`src/core/xdpc_regs.svh`:
```
// constants of the decode path classifier
`ifndef XDPC_REGS_SVH
`define XDPC_REGS_SVH
`define XDPC_LANES       3
`define XDPC_MOD_HI      7
`define XDPC_MOD_LO      6
`define XDPC_REG_HI      5
`define XDPC_REG_LO      3
`define XDPC_RM_HI       2
`define XDPC_RM_LO       0
`define XDPC_MOD_REG     2'h3
`define XDPC_LINE_BYTES  64
`define XDPC_LINE_LSB    6
`define XDPC_OP_ESC      8'h0f
`define XDPC_OP_VSIMD    8'h0f
`define XDPC_OP_PREF     8'h0d
`define XDPC_OP_PREF_SSE 8'h18
`endif

```
`src/core/xdpc_pkg.sv`:
```
// types of the decode path classifier
package xdpc_pkg;
  typedef enum logic [1:0] {
    XDPC_CLS_NONE  = 2'h0,
    XDPC_CLS_FAST  = 2'h1,
    XDPC_CLS_MCODE = 2'h3
  } xdpc_cls_e;

  typedef enum logic [1:0] {
    XDPC_SZ_BYTE  = 2'h0,
    XDPC_SZ_WORD  = 2'h1,
    XDPC_SZ_DWORD = 2'h2
  } xdpc_size_e;

  typedef enum logic [1:0] {
    XDPC_KIND_INT  = 2'h0,
    XDPC_KIND_FP   = 2'h1,
    XDPC_KIND_SIMD = 2'h2,
    XDPC_KIND_VS   = 2'h3
  } xdpc_kind_e;

  // pipe set bits: add, multiply, store
  typedef logic [2:0] xdpc_pipes_t;

  typedef struct packed {
    xdpc_cls_e   cls;
    xdpc_pipes_t pipes;
  } xdpc_lut_s;
endpackage : xdpc_pkg

```
`src/core/xdpc_decode.sv`:
```
// three-lane decode stage: operand fields and fast / microcoded path sort
`timescale 1ns/1ps
`default_nettype none
`include "xdpc_regs.svh"
module xdpc_decode
  import xdpc_pkg::*;
#(
  parameter int LANES = `XDPC_LANES,
  parameter int AW    = 32
) (
  input  wire logic                 i_core_clk,
  input  wire logic                 i_arst_n,
  input  wire logic [LANES-1:0]     i_valid,
  output logic                      o_ready,
  input  wire logic [LANES*8-1:0]   i_op0,
  input  wire logic [LANES*8-1:0]   i_op1,
  input  wire logic [LANES-1:0]     i_two_byte,
  input  wire logic [LANES*8-1:0]   i_modrm,
  input  wire logic [LANES-1:0]     i_has_modrm,
  input  wire logic [LANES*3-1:0]   i_opc_reg,
  input  wire logic [LANES-1:0]     i_reg_in_opc,
  input  wire logic [LANES*2-1:0]   i_size,
  input  wire logic [LANES*8-1:0]   i_trail,
  input  wire logic [LANES*AW-1:0]  i_addr,
  input  wire logic                 i_stall,
  output logic [LANES-1:0]          o_valid,
  output logic [LANES*2-1:0]        o_cls,
  output logic [LANES*3-1:0]        o_pipes,
  output logic [LANES-1:0]          o_reg_form,
  output logic [LANES*3-1:0]        o_primary_reg,
  output logic [LANES*3-1:0]        o_secondary_reg,
  output logic [LANES*2-1:0]        o_size,
  output logic [LANES*2-1:0]        o_kind,
  output logic [LANES*3-1:0]        o_stack_ofs,
  output logic [LANES*8-1:0]        o_vs_opcode,
  output logic [LANES-1:0]          o_prefetch,
  output logic [LANES*AW-1:0]       o_line_addr
);
  // ----------------------------------------------------------------
  // state
  // ----------------------------------------------------------------
  typedef struct packed {
    logic [LANES-1:0]    vld;
    logic [LANES*2-1:0]  cls;
    logic [LANES*3-1:0]  pipes;
    logic [LANES-1:0]    rform;
    logic [LANES*3-1:0]  preg;
    logic [LANES*3-1:0]  sreg;
    logic [LANES*2-1:0]  size;
    logic [LANES*2-1:0]  kind;
    logic [LANES*3-1:0]  stk;
    logic [LANES*8-1:0]  vsop;
    logic [LANES-1:0]    pref;
    logic [LANES*AW-1:0] line;
  } xdpc_state_s;

  xdpc_state_s st_q;
  xdpc_state_s st_d;
  xdpc_lut_s   ent [LANES];

  function automatic logic is_fp_esc(input logic [7:0] op);
    is_fp_esc = op[7:3] == 5'h1b;
  endfunction : is_fp_esc

  // ----------------------------------------------------------------
  // per-lane table lookup
  // ----------------------------------------------------------------
  for (genvar g = 0; g < LANES; g++) begin : g_lut
    xdpc_lut u_lut (
      .i_op0       (i_two_byte[g] ? `XDPC_OP_ESC : i_op0[g*8 +: 8]),
      .i_op1       (i_two_byte[g] ? i_op1[g*8 +: 8] : i_op1[g*8 +: 8]),
      .i_modrm     (i_modrm[g*8 +: 8]),
      .i_has_modrm (i_has_modrm[g]),
      .o_ent       (ent[g])
    );
  end

  assign o_ready = !i_stall; // all lanes accepted together

  // ----------------------------------------------------------------
  // next state
  // ----------------------------------------------------------------
  always_comb begin
    logic [7:0]    m;
    logic [7:0]    o0;
    logic [7:0]    o1;
    logic          rfm;
    logic          vs;
    logic          simd;
    logic          fp;
    logic          pf;
    logic          gpr_x;
    m     = 8'h00;
    o0    = 8'h00;
    o1    = 8'h00;
    rfm   = 1'b0;
    vs    = 1'b0;
    simd  = 1'b0;
    fp    = 1'b0;
    pf    = 1'b0;
    gpr_x = 1'b0;
    st_d  = st_q;
    if (!i_stall) begin
      for (int l = 0; l < LANES; l++) begin
        m     = i_modrm[l*8 +: 8];
        o0    = i_op0[l*8 +: 8];
        o1    = i_op1[l*8 +: 8];
        rfm   = i_has_modrm[l]
                && m[`XDPC_MOD_HI:`XDPC_MOD_LO] == `XDPC_MOD_REG;
        fp    = !i_two_byte[l] && is_fp_esc(o0);
        vs    = i_two_byte[l] && o1 == `XDPC_OP_VSIMD;
        pf    = i_two_byte[l] && (o1 == `XDPC_OP_PREF || o1 == `XDPC_OP_PREF_SSE);
        simd  = i_two_byte[l] && (vs || o1[7:4] >= 4'h6);
        gpr_x = i_two_byte[l] && (o1 == 8'h7e || o1 == 8'h6e || o1 == 8'hc5);
        st_d.vld[l]          = i_valid[l];
        st_d.rform[l]        = rfm;
        // table class applies to reg and mem forms
        st_d.cls[l*2 +: 2]   = i_valid[l] ? ent[l].cls : XDPC_CLS_NONE;
        st_d.pipes[l*3 +: 3] = (i_valid[l] && ent[l].cls == XDPC_CLS_FAST
                                && (fp || simd)) ? ent[l].pipes : 3'h0;
        if (vs) begin
          st_d.cls[l*2 +: 2] = i_valid[l] ? XDPC_CLS_FAST : XDPC_CLS_NONE;
        end
        st_d.preg[l*3 +: 3]  = i_reg_in_opc[l] ? i_opc_reg[l*3 +: 3]
                                               : m[`XDPC_REG_HI:`XDPC_REG_LO];
        st_d.sreg[l*3 +: 3]  = m[`XDPC_RM_HI:`XDPC_RM_LO];
        st_d.size[l*2 +: 2]  = i_size[l*2 +: 2];
        st_d.kind[l*2 +: 2]  = vs ? XDPC_KIND_VS : simd ? XDPC_KIND_SIMD
                              : fp ? XDPC_KIND_FP : XDPC_KIND_INT;
        st_d.stk[l*3 +: 3]   = (fp && rfm) ? m[`XDPC_RM_HI:`XDPC_RM_LO] : 3'h0;
        st_d.vsop[l*8 +: 8]  = vs ? i_trail[l*8 +: 8] : 8'h00;
        st_d.pref[l]         = i_valid[l] && pf && !rfm;
        st_d.line[l*AW +: AW] = pf ? {i_addr[l*AW + `XDPC_LINE_LSB +: AW - `XDPC_LINE_LSB],
                                      {`XDPC_LINE_LSB{1'b0}}}
                                   : i_addr[l*AW +: AW];
        if (gpr_x) begin
          st_d.sreg[l*3 +: 3] = m[`XDPC_RM_HI:`XDPC_RM_LO];
        end
      end
    end
  end

  always_ff @(posedge i_core_clk or negedge i_arst_n) begin
    if (!i_arst_n) begin
      st_q <= '0;
    end else begin
      st_q <= st_d;
    end
  end

  // ----------------------------------------------------------------
  // outputs
  // ----------------------------------------------------------------
  assign o_valid         = st_q.vld;
  assign o_cls           = st_q.cls;
  assign o_pipes         = st_q.pipes;
  assign o_reg_form      = st_q.rform;
  assign o_primary_reg   = st_q.preg;
  assign o_secondary_reg = st_q.sreg;
  assign o_size          = st_q.size;
  assign o_kind          = st_q.kind;
  assign o_stack_ofs     = st_q.stk;
  assign o_vs_opcode     = st_q.vsop;
  assign o_prefetch      = st_q.pref;
  assign o_line_addr     = st_q.line;

  // ----------------------------------------------------------------
  // checks
  // ----------------------------------------------------------------
  property p_rform;
    @(posedge i_core_clk) disable iff (!i_arst_n)
      (i_arst_n && !i_stall && i_valid[0] && i_has_modrm[0] && i_modrm[7:6] != 2'h3)
        |=> !o_reg_form[0];
  endproperty
  a_rform: assert property (p_rform) else $error("memory form flagged as register");

  property p_sreg;
    @(posedge i_core_clk) disable iff (!i_arst_n)
      (i_arst_n && !i_stall) |=> o_secondary_reg[2:0] == $past(i_modrm[2:0]);
  endproperty
  a_sreg: assert property (p_sreg) else $error("secondary register mismatch");

  property p_preg;
    @(posedge i_core_clk) disable iff (!i_arst_n)
      (i_arst_n && !i_stall && !i_reg_in_opc[1])
        |=> o_primary_reg[5:3] == $past(i_modrm[13:11]);
  endproperty
  a_preg: assert property (p_preg) else $error("primary register mismatch");

  property p_three;
    @(posedge i_core_clk) disable iff (!i_arst_n)
      (i_arst_n && !i_stall && i_valid == 3'h7) |=> o_valid == 3'h7;
  endproperty
  a_three: assert property (p_three) else $error("lane dropped");

  property p_cls;
    @(posedge i_core_clk) disable iff (!i_arst_n)
      o_valid[0] |-> o_cls[1:0] != XDPC_CLS_NONE;
  endproperty
  a_cls: assert property (p_cls) else $error("valid lane unclassified");

  property p_pipes;
    @(posedge i_core_clk) disable iff (!i_arst_n)
      o_cls[1:0] != XDPC_CLS_FAST |-> o_pipes[2:0] == 3'h0;
  endproperty
  a_pipes: assert property (p_pipes) else $error("pipes on non-fast lane");

  property p_vs;
    @(posedge i_core_clk) disable iff (!i_arst_n)
      (i_arst_n && !i_stall && i_valid[0] && i_two_byte[0] && i_op1[7:0] == 8'h0f)
        |=> o_cls[1:0] == XDPC_CLS_FAST && o_vs_opcode[7:0] == $past(i_trail[7:0]);
  endproperty
  a_vs: assert property (p_vs) else $error("vendor simd not fast");

  property p_line;
    @(posedge i_core_clk) disable iff (!i_arst_n)
      o_prefetch[0] |-> o_line_addr[5:0] == 6'h00;
  endproperty
  a_line: assert property (p_line) else $error("prefetch line not aligned");
endmodule : xdpc_decode
`default_nettype wire

```
`src/core/xdpc_lut.sv`:
```
// opcode and reg-field lookup giving path class and fp pipe set
`timescale 1ns/1ps
`default_nettype none
`include "xdpc_regs.svh"
module xdpc_lut
  import xdpc_pkg::*;
(
  input  wire logic [7:0] i_op0,
  input  wire logic [7:0] i_op1,
  input  wire logic [7:0] i_modrm,
  input  wire logic       i_has_modrm,
  output var xdpc_lut_s   o_ent
);
  localparam xdpc_pipes_t P_A   = 3'h1;
  localparam xdpc_pipes_t P_M   = 3'h2;
  localparam xdpc_pipes_t P_S   = 3'h4;
  localparam xdpc_pipes_t P_AM  = 3'h3;
  localparam xdpc_pipes_t P_AMS = 3'h7;

  function automatic xdpc_lut_s ent(input xdpc_cls_e c, input xdpc_pipes_t p);
    ent.cls   = c;
    ent.pipes = p;
  endfunction : ent

  logic       reg_form;
  logic [2:0] rf;
  always_comb begin
    reg_form = i_modrm[7:6] == `XDPC_MOD_REG;
    rf       = i_modrm[5:3];
    o_ent    = ent(XDPC_CLS_FAST, 3'h0);
    unique case (i_op0)
      8'h37, 8'h3f, 8'hd4, 8'hd5: o_ent = ent(XDPC_CLS_MCODE, 3'h0);
      8'h9b: o_ent = ent(XDPC_CLS_FAST, 3'h0);
      8'hda, 8'hde: begin
        if (!reg_form) o_ent = ent(XDPC_CLS_MCODE, 3'h0);
        else if (i_op0 == 8'hda && i_op1 == 8'he9) o_ent = ent(XDPC_CLS_FAST, P_A);
        else if (rf == 3'h4 || rf == 3'h5) o_ent = ent(XDPC_CLS_FAST, P_A);
        else o_ent = ent(XDPC_CLS_FAST, P_AM);
      end
      8'hdb: begin
        if (!reg_form && (rf == 3'h0 || rf == 3'h2 || rf == 3'h3))
          o_ent = ent(XDPC_CLS_FAST, P_S);
        else if (!reg_form && rf == 3'h5) o_ent = ent(XDPC_CLS_MCODE, 3'h0);
        else if (i_op1 == 8'he3) o_ent = ent(XDPC_CLS_MCODE, 3'h0);
        else o_ent = ent(XDPC_CLS_MCODE, P_A);
      end
      8'hdf: begin
        if (!reg_form && rf != 3'h1 && rf != 3'h4 && rf != 3'h6)
          o_ent = ent(XDPC_CLS_FAST, P_S);
        else o_ent = ent(XDPC_CLS_MCODE, reg_form ? P_A : 3'h0);
      end
      8'hd8, 8'hdc: o_ent = ent(XDPC_CLS_FAST, (rf == 3'h1) ? P_M : P_A);
      8'hd9: begin
        if (!reg_form) begin
          if (rf == 3'h0) o_ent = ent(XDPC_CLS_FAST, P_AMS);
          else if (rf == 3'h3 || rf == 3'h2) o_ent = ent(XDPC_CLS_FAST, P_AM);
          else o_ent = ent(XDPC_CLS_MCODE, 3'h0);
        end else if (rf == 3'h0) o_ent = ent(XDPC_CLS_FAST, P_AM);
        else if (rf == 3'h1) o_ent = ent(XDPC_CLS_FAST, P_AMS);
        else if (i_op1 == 8'hf7 || i_op1 == 8'hf6) o_ent = ent(XDPC_CLS_FAST, P_AMS);
        else if (i_op1 == 8'he8) o_ent = ent(XDPC_CLS_FAST, P_S);
        else if (i_op1 == 8'he4) o_ent = ent(XDPC_CLS_FAST, P_A);
        else o_ent = ent(XDPC_CLS_MCODE, 3'h0);
      end
      8'hdd: begin
        if (!reg_form && rf == 3'h0) o_ent = ent(XDPC_CLS_FAST, P_AMS);
        else if (!reg_form && (rf == 3'h2 || rf == 3'h3)) o_ent = ent(XDPC_CLS_FAST, P_AM);
        else if (!reg_form) o_ent = ent(XDPC_CLS_MCODE, 3'h0);
        else if (rf == 3'h4 || rf == 3'h5) o_ent = ent(XDPC_CLS_FAST, P_A);
        else o_ent = ent(XDPC_CLS_FAST, P_AM);
      end
      `XDPC_OP_ESC: begin
        if (i_op1 == `XDPC_OP_VSIMD || i_op1 == `XDPC_OP_PREF
            || i_op1 == `XDPC_OP_PREF_SSE)
          o_ent = ent(XDPC_CLS_FAST, P_AM);
        else if (i_op1 == 8'h7e || i_op1 == 8'h6e) o_ent = ent(XDPC_CLS_FAST, P_S);
        else if (i_op1 == 8'h77 || i_op1 == 8'ha2) o_ent = ent(XDPC_CLS_MCODE, 3'h0);
        else if (i_op1[7:4] == 4'hd || i_op1[7:4] == 4'he || i_op1[7:4] == 4'hf)
          o_ent = ent(XDPC_CLS_FAST, (i_op1[3:0] == 4'h5) ? P_M : P_AM);
        else o_ent = ent(XDPC_CLS_FAST, 3'h0);
      end
      default: o_ent = ent(i_has_modrm ? XDPC_CLS_FAST : XDPC_CLS_FAST, 3'h0);
    endcase
  end
endmodule : xdpc_lut
`default_nettype wire

```
`config.mk`:
```
export PLATFORM = sky130hd
export DESIGN_NAME = xdpc_decode
export DESIGN_NICKNAME = d
export VERILOG_FILES = /design/src/core/xdpc_pkg.sv /design/src/core/xdpc_decode.sv /design/src/core/xdpc_lut.sv
export VERILOG_INCLUDE_DIRS = /design/src /design/src/core
export SDC_FILE = /design/constraint.sdc
export NUM_CORES = 1
export LEC_CHECK = 0
export BUFFER_PORTS_ARGS = -buffer_cell sky130_fd_sc_hd__buf_2
export CAP_MARGIN = 0
export CORE_AREA = 3 3 157 159
export CTS_CLUSTER_DIAMETER = 100
export DETAILED_ROUTE_END_ITERATION = 12
export DIE_AREA = 0 0 160 162
export PLACE_DENSITY = 0.79
export REMOVE_ABC_BUFFERS = 1
export SYNTH_ARGS = -nofsm -noshare
export SYNTH_HDL_FRONTEND = slang
export SYNTH_HIERARCHICAL = 1
export SYNTH_SLANG_ARGS = --single-unit
```
`constraint.sdc`:
```
create_clock -name i_core_clk -period 1.7 [get_ports i_core_clk]
set_input_delay 0.51 -clock i_core_clk [delete_from_list [all_inputs] [get_ports i_core_clk]]
set_output_delay 0.51 -clock i_core_clk [all_outputs]
set_load 0.005 [all_outputs]
```
==> results.txt, run 1 <==
----------------------------------------------------
[Worst setup path]
  Required arrival time at the worst endpoint ... 2050 ps
  Critical Setup Path Class ... input port to flop
  Worst endpoint data arrival time ... about 2200 ps
  Slowest cell delay on critical path ... 540 ps
  Ordered list of cells on the worst path ... buf_6 > nand4b_4 > or4_4 > nand3_2 > o221ai_2 > a211o_1 > nor3b_2 > nand2_1 > o21ai_1
  CP top delay family ... simple AND/OR/NAND/NOR gates
  WP buf/inv ... 1
  Element type at the critical path start ... input port
  Cell with the largest stage delay on the worst path ... sky130_fd_sc_hd__or4_4
  Kind of end point of the critical path ... flop
  Maximum fanout encountered on the critical timing path ... 3

[Final layout]
  Sequential standard cell area ... about 0.0046 sq mm
  Largest register FFs ... between 90 and 100
  Combined area of the multi-input logic cells ... 0.00478 sq mm
  Filler cells ... around 2000
  Most frequent standard cell in the layout excluding fill and tap cells ... sky130_fd_sc_hd__buf_2
  Most used cells in the layout excluding fill and tap cells ... sky130_fd_sc_hd__buf_2, sky130_fd_sc_hd__nand2_1, sky130_fd_sc_hd__dfrtp_1
  Final nets ... between 1500 and 2000
  Synth-to-Final Area Change ... 52.5%
  Ratio of cells with drive above 1 in the final layout ... 0.552

[Route]
  DR DRC count ... 0
  Total number of vias ... 9073
  DR pass1 iterations ... 4
  Drt wl/cell ... between 15 and 20 um
  DRT Wirelength ... 31.4 mm
  Number of nets still failing antenna checks after routing ... 0
  Via density ... 5.06
  First-iteration detailed-routing DRC count ... 525

[Yosys]
  Synthesized netlist cell count ... 899
  Avg Synthesized Cell Area ... 10.2 sq um
  Fraction of registers with async set/reset ... 1.00
  Number of warnings reported in the yosys synthesis log ... 6
  Proportion of synthesized chip area in sequential cells ... 0.501
  Number of storage elements in the synthesis netlist ... 183
  Count of cell types in the netlist ... 70
  Top flip-flop cell by instance count after synthesis ... sky130_fd_sc_hd__dfrtp_1
  Post-Synthesis Cell Area ... between 0.009 and 0.01 sq mm
  Number of synthesized flops with an enable pin ... 0

[Timing]
  Final number of hold-violating endpoints ... 0
  Final clock skew ... 0 ps
  Maximum clock frequency ... 542 MHz
  Fin crit share ... 1.09
  Final setup vio count ... 12
  Time the final worst path needs with I/O delays and setup ... 1850 ps
  Worst-case setup margin in the final layout ... -146 ps
  Unrepaired setup endpoints after global routing ... true
  Final Slew Violations ... 0

[Floorplan]
  Die X-Extent ... about 160 um
  Height of the die ... 162 um
  Core area ... 0.0234 sq mm
  Placement Rows ... 56
  Area of the die ... 0.0259 sq mm
  Starting density of the core ... 0.391
  Count of boundary I/O pins ... 406

[Power and ir drop]
  Total Power Consumption ... 11000 uW
  Leakage power ... 0.00683 uW
  Cell area power density ... 789 mW/mm^2
  Maximum VDD drop ... about 0.00064 V

[CTS]
  Clock-pin slew of the registers on the worst-case setup and hold paths ... 80 ps
  Buffer levels on the longest clock path ... 2
  Root cell of the clock tree ... sky130_fd_sc_hd__clkbuf_16
  Clock latency of the later-clocked register in the worst-skew pair ... 410 ps
  Sinks on Clock Net ... ~180
  Num CTS Buffers ... 17
  Clock tree from TritonCTS ... done
  H-tree levels ... 4

[Worst hold path]
  Min-delay worst type ... input port to flop

[Global routing]
  Initial antenna violation count ... 4
  Largest net degree at the start of global routing ... between 40 and 50
  First-pass GRT wire length ... 48.2 mm
  Overall track demand over capacity in global routing ... 0.231
  Vias in the first global route ... 9124
  GRT overflow ... 0

[Placement]
  DPL Wire Length ... 24.1 mm
  Placer congestion estimate ... 0.870
  I/O Buffers ... 405
  Post-place setup slack ... -825 ps

[Job]
  Max capacitance violation total ... 0

[Outcome]
  Outcome ... complete, but fails checks
  Violations in the final reports ... negative setup slack

----------------------------------------------------
## worst paths after layout
path | start | to | slack [ps] | cells after the start
min reg2reg | o_kind[4] | o_kind[4] | 470 | 2
max reg2reg | o_line_addr[49] | o_line_addr[49] | 920 | 1
min | i_modrm[17] | o_secondary_reg[7] | 280 | 3
max in group asynchronous | i_arst_n | o_line_addr[23] | 570 | 3
min in group asynchronous | i_arst_n | o_line_addr[11] | 560 | 2
max | i_op1[12] | o_pipes[4] | -150 | 9
## Yosys cell counts, types with 3 or more instances
library cell | n | area share
sky130_fd_sc_hd__nor3b_1 | 10 | 0.0082
sky130_fd_sc_hd__nand4_1 | 4 | 0.0027
sky130_fd_sc_hd__buf_2 | 22 | 0.012
sky130_fd_sc_hd__or2_2 | 14 | 0.0096
sky130_fd_sc_hd__mux2i_1 | 10 | 0.011
sky130_fd_sc_hd__nand3_1 | 23 | 0.013
sky130_fd_sc_hd__dfrtp_1 | 183 | 0.50
sky130_fd_sc_hd__nor2_1 | 21 | 0.0086
sky130_fd_sc_hd__and4b_1 | 4 | 0.0044
sky130_fd_sc_hd__a21o_1 | 3 | 0.0025
sky130_fd_sc_hd__nand4b_1 | 8 | 0.0077
sky130_fd_sc_hd__o31ai_1 | 4 | 0.0033
sky130_fd_sc_hd__nor3_1 | 11 | 0.0060
sky130_fd_sc_hd__a211o_1 | 3 | 0.0029
sky130_fd_sc_hd__conb_1 | 3 | 0.0012
sky130_fd_sc_hd__nor4_1 | 8 | 0.0055
sky130_fd_sc_hd__o211ai_1 | 6 | 0.0049
sky130_fd_sc_hd__inv_1 | 13 | 0.0053
sky130_fd_sc_hd__nor2b_1 | 22 | 0.015
sky130_fd_sc_hd__and3_1 | 5 | 0.0034
sky130_fd_sc_hd__clkbuf_1 | 14 | 0.0057
sky130_fd_sc_hd__nand2_1 | 192 | 0.079
sky130_fd_sc_hd__a211oi_1 | 3 | 0.0025
sky130_fd_sc_hd__nor4b_1 | 8 | 0.0077
sky130_fd_sc_hd__o41ai_1 | 3 | 0.0029
sky130_fd_sc_hd__a21oi_1 | 10 | 0.0055
sky130_fd_sc_hd__nand4bb_1 | 3 | 0.0037
sky130_fd_sc_hd__nand2b_1 | 19 | 0.013
sky130_fd_sc_hd__a31oi_1 | 9 | 0.0062
sky130_fd_sc_hd__or3b_1 | 3 | 0.0029
sky130_fd_sc_hd__mux2_2 | 88 | 0.11
sky130_fd_sc_hd__xnor2_1 | 3 | 0.0029
sky130_fd_sc_hd__a2111oi_0 | 5 | 0.0048
sky130_fd_sc_hd__o21ai_0 | 97 | 0.053
sky130_fd_sc_hd__buf_4 | 3 | 0.0025
sky130_fd_sc_hd__o22ai_1 | 4 | 0.0027
sky130_fd_sc_hd__nand3b_1 | 6 | 0.0049
sky130_fd_sc_hd__and4_1 | 3 | 0.0029
## area by class of cell
cell class	count	area share
clock inverters	15	0.0144
clock buffers	17	0.0305
inverters	13	0.00350
multi-input cells	662	0.343
diodes	1	0.000179
repair buffers	583	0.251
flip-flops and latches	183	0.328
well taps	319	0.0286
## through the flow
step / instances / hold slack (ps) / instance area [sq um] / util / setup TNS (ps)
after floorplan: 858 / 214 / 8930 / - / -5100
after global placement: 1743 / 452 / 12600 / 0.539 / -12900
after detailed placement: 1743 / 453 / 12600 / 0.539 / -14340
after CTS: 1785 / 270 / 13700 / 0.585 / -983
after global routing: 1793 / 279 / 13900 / 0.596 / -1710
final: 1793 / 281 / 13900 / 0.596 / -1080
## where the power goes
group	switching (uW)	leakage (uW)	internal [uW]	total, uW
sequential	150	0.00229	4660	4810
combinational	997	0.00424	1050	2050
clock	2090	0.000304	2050	4140
## cell families (layout without fill, tap and decap cells)
kind of cell    Yosys count  in the layout  share of synthesized area
xor+xnor                  3              3                    0.00287
other cells               3              4                    0.00123
simple gates            386            386                      0.225
mux                      98             98                      0.119
compound gates          172            172                      0.123
buf+inv                  54            628                     0.0281
flops                   183            183                      0.501
## what timing repair did
action,CTS,global route
gates resized for setup,96,46
endpoints found under the setup margin,12,12
setup buffers,11,7
endpoints found under the hold margin,24,0
pin swaps,38,21
hold buffers,1,0
## metal layers
metal  up-vias  track usage  share of wire
met4         6       0.0781          0.029
met5         -            0         0.0011
met1      4329        0.268           0.39
met2       349        0.420           0.52
met3        62       0.0536          0.062
li1       4327            -              -
Power figures use the tool's default switching activity.
==> run 2, diff against run 1 <==
--- a/config.mk
+++ b/config.mk
@@ -6,13 +6,14 @@
 export SDC_FILE = /design/constraint.sdc
 export NUM_CORES = 1
 export LEC_CHECK = 0
+export ABC_AREA = 1
 export BUFFER_PORTS_ARGS = -buffer_cell sky130_fd_sc_hd__buf_2
 export CAP_MARGIN = 0
-export CORE_AREA = 3 3 157 159
+export CORE_AREA = 3 3 158 160
 export CTS_CLUSTER_DIAMETER = 100
 export DETAILED_ROUTE_END_ITERATION = 12
-export DIE_AREA = 0 0 160 162
-export PLACE_DENSITY = 0.79
+export DIE_AREA = 0 0 161 163
+export PLACE_DENSITY = 0.81
 export REMOVE_ABC_BUFFERS = 1
 export SYNTH_ARGS = -nofsm -noshare
 export SYNTH_HDL_FRONTEND = slang
==> constraint.sdc (replaced) <==
create_clock -name i_core_clk -period 1.7 [get_ports i_core_clk]
set_input_delay 0.51 -clock i_core_clk [delete_from_list [all_inputs] [get_ports i_core_clk]]
set_output_delay 0.51 -clock i_core_clk [all_outputs]
set_load 0.1 [all_outputs]
==> results.txt, run 2 <==
----------------------------------------------------
[Outcome]
  Outcome ... complete, but fails checks
  Violations in the final reports ... negative hold slack, negative setup slack

[Route]
  DR DRC count ... 0
  First-iteration detailed-routing DRC count ... 785
  Number of nets still failing antenna checks after routing ... 0
  Total number of vias ... 11100
  Drt wl/cell ... 14.9 um
  Via density ... 4.91
  DRT Wirelength ... between 30 and 40 mm
  DR pass1 iterations ... 6

[Final layout]
  Synth-to-Final Area Change ... 46.5%
  Final core utilization ... 0.614
  Final nets ... about 2200
  Most frequent standard cell in the layout excluding fill and tap cells ... sky130_fd_sc_hd__nand2_1
  Largest register FFs ... 96
  Most used cells in the layout excluding fill and tap cells ... sky130_fd_sc_hd__nand2_1, sky130_fd_sc_hd__buf_4, sky130_fd_sc_hd__buf_2
  Ratio of cells with drive above 1 in the final layout ... 0.348
  Post-Layout Inst Area ... about 0.014 sq mm

[Yosys]
  Top-count cell post-synth ... sky130_fd_sc_hd__nand2_1
  Number of synthesized flops with an enable pin ... 0
  Synth area leader ... sky130_fd_sc_hd__dfrtp_1
  Synthesized netlist cell count ... 1423
  Post-Synthesis Cell Area ... 0.00986 sq mm
  Area share of the leading cell type in the synthesized netlist ... 0.464
  Avg Synthesized Cell Area ... between 6 and 7 sq um
  Fraction of registers with async set/reset ... 1.00
  Proportion of synthesized chip area in sequential cells ... 0.464
  Commonest cells in the synthesized netlist ... sky130_fd_sc_hd__nand2_1, sky130_fd_sc_hd__dfrtp_1, sky130_fd_sc_hd__nor2_1
  Number of warnings reported in the yosys synthesis log ... 6
  Top post-synthesis cells by area ... sky130_fd_sc_hd__dfrtp_1, sky130_fd_sc_hd__nand2_1, sky130_fd_sc_hd__nor2_1, sky130_fd_sc_hd__inv_1, sky130_fd_sc_hd__nand3_1
  Number of storage elements in the synthesis netlist ... about 180
  Top flip-flop cell by instance count after synthesis ... sky130_fd_sc_hd__dfrtp_1
  Count of cell types in the netlist ... 33

[Global routing]
  Initial antenna violation count ... 3
  GRT overflow ... 0
  Largest net degree at the start of global routing ... 77
  Overall track demand over capacity in global routing ... 0.241
  Vias in the first global route ... about 11000
  First-pass GRT wire length ... 51.4 mm

[Placement]
  Placer congestion estimate ... 0.901
  I/O Buffers ... between 400 and 500
  DPL Wire Length ... 25.0 mm
  Post-place setup slack ... -578 ps
  Placed cell areas ... approximately 0.013 sq mm

[Power and ir drop]
  Fraction of power consumed by the clock network ... 0.297
  Leakage power ... 0.00823 uW
  Cell area power density ... 898 mW/mm^2
  Maximum VDD drop ... between 0.0006 and 0.0007 V
  Net Sw Frac ... 0.412
  Total net switching power ... 5350 uW
  Power Internal ... 7630 uW
  Share of total power in sequential cells ... 0.371
  Comb power frac ... 0.333

[Timing]
  Worst slew margin relative to its limit ... 0.650
  Fin crit share ... 1.06
  Worst-case setup margin in the final layout ... -96.5 ps
  Time the final worst path needs with I/O delays and setup ... 1800 ps
  Worst-Margin Slew ... 525 ps
  Final clock skew ... 0 ps
  Final number of hold-violating endpoints ... 3
  Final setup vio count ... 3
  Hold slack ... -8.12 ps
  Final Slew Violations ... 0
  Maximum clock frequency ... 557 MHz

[CTS]
  Sinks on Clock Net ... 183
  Buffer levels on the longest clock path ... 2
  Num CTS Buffers ... 17
  Clock tree from TritonCTS ... done
  Clock latency of the later-clocked register in the worst-skew pair ... 420 ps
  H-tree levels ... 4
  Clock-pin slew of the registers on the worst-case setup and hold paths ... 80 ps
  Root cell of the clock tree ... sky130_fd_sc_hd__clkbuf_16

[Floorplan]
  Starting density of the core ... 0.419
  Count of boundary I/O pins ... 406
  Placement Rows ... 56
  Core area ... 0.0235 sq mm
  Die X-Extent ... 161 um
  Area of the die ... 0.0262 sq mm
  Height of the die ... roughly 160 um

[Worst setup path]
  Critical Setup Path Class ... input port to flop
  Worst endpoint data arrival time ... approximately 2200 ps
  Maximum fanout encountered on the critical timing path ... 5
  Element type at the critical path start ... input port
  Required arrival time at the worst endpoint ... 2070 ps
  Kind of end point of the critical path ... flop

[Worst hold path]
  Min-delay worst type ... input port to asynchronous set/reset pin

[Job]
  Max capacitance violation total ... 0

----------------------------------------------------
## run 2: cell count changes after synthesis, moves of 14 or more
cell / before / now
sky130_fd_sc_hd__inv_1: 13 / 132
sky130_fd_sc_hd__mux2_2: 88 / 0
sky130_fd_sc_hd__nand2_1: 192 / 629
sky130_fd_sc_hd__nand2b_1: 19 / 0
sky130_fd_sc_hd__nand3_1: 23 / 81
sky130_fd_sc_hd__nor2_1: 21 / 166
sky130_fd_sc_hd__nor2_2: 0 / 14
sky130_fd_sc_hd__nor2b_1: 22 / 0
sky130_fd_sc_hd__o21ai_0: 97 / 17
sky130_fd_sc_hd__o21ai_1: 0 / 31
## run 2: layout make-up
cell class	count	area (sq um)
diodes	3	7.51
clock buffers	17	425
clock inverters	14	143
fillers	1996	9090
inverters	136	515
multi-input cells	1054	4720
flip-flops and latches	183	4580
well taps	319	399
repair buffers	540	3660
## run 2: path summary, 6_finish.rpt
| path | startpoint | to | slack, ps | cells past startpoint |
|---|---|---|---|---|
| max in group asynchronous | i_arst_n | o_reg_form[0] | 1110 | 2 |
| max reg2reg | o_reg_form[0] | o_reg_form[0] | 960 | 2 |
| max | i_op0[17] | o_pipes[7] | -100 | 13 |
| min | i_arst_n | o_line_addr[72] | -8 | 1 |
| min reg2reg | o_line_addr[10] | o_line_addr[10] | 480 | 2 |
| min in group i_core_clk | i_addr[76] | o_line_addr[76] | 270 | 3 |
## run 2: cell families (layout without fill, tap and decap cells)
family / after synthesis / after routing / share of synthesized area
AO/OA/AOI/OAI: 88 / 88 / 0.0486
AND/OR/NAND/NOR: 962 / 963 / 0.402
flip-flops: 183 / 183 / 0.464
other: 3 / 6 / 0.00114
buffers and inverters: 187 / 707 / 0.0844
## run 2: through the flow
stage | hold slack, ps | setup TNS [ps] | power [uW] | cells
floorplan | 214 | -78510 | 7640 | 1372
global placement | 457 | -4740 | 8870 | 2229
detailed placement | 459 | -5670 | 8910 | 2229
CTS | 18.5 | -19.7 | 12900 | 2261
global route | 3.37 | -568 | 13500 | 2266
finish | -8.12 | -245 | 13000 | 2266
## run 2: layer usage
layer,up-vias,wire length (um),track usage
met4,0,1410,0.118
li1,5398,-,-
met1,5117,13000,0.285
met5,-,0,0
met3,95,2430,0.0514
met2,518,17000,0.419
## run 2: power groups by stage
stage	Clock, uW	Sequential (uW)	Combinational (uW)
2_1_floorplan	0	6990	651
3_3_place_gp	0	4860	4010
3_5_place_dp	0	4860	4050
4_1_cts	3910	4800	4230
5_1_grt	4110	4840	4530
6_report	3850	4810	4320
## run 2: critical path: stages
cell	delay (ps)
sky130_fd_sc_hd__buf_2	110
sky130_fd_sc_hd__or2_4	290
sky130_fd_sc_hd__nand2_4	100
sky130_fd_sc_hd__nor2_2	60
sky130_fd_sc_hd__nand2_1	70
sky130_fd_sc_hd__nor2_1	50
sky130_fd_sc_hd__nor2_1	120
sky130_fd_sc_hd__nand3_1	110
sky130_fd_sc_hd__nor2_1	120
sky130_fd_sc_hd__nand2_1	110
sky130_fd_sc_hd__nor3_4	260
sky130_fd_sc_hd__nand4_1	160
sky130_fd_sc_hd__nand2_1	90
## run 2: what timing repair did
action	in CTS	in global routing
setup buffers	0	1
endpoints found under the setup margin	186	13
cloned	1	1
pin swaps	4	45
gates resized for setup	186	92
hold buffers	0	0
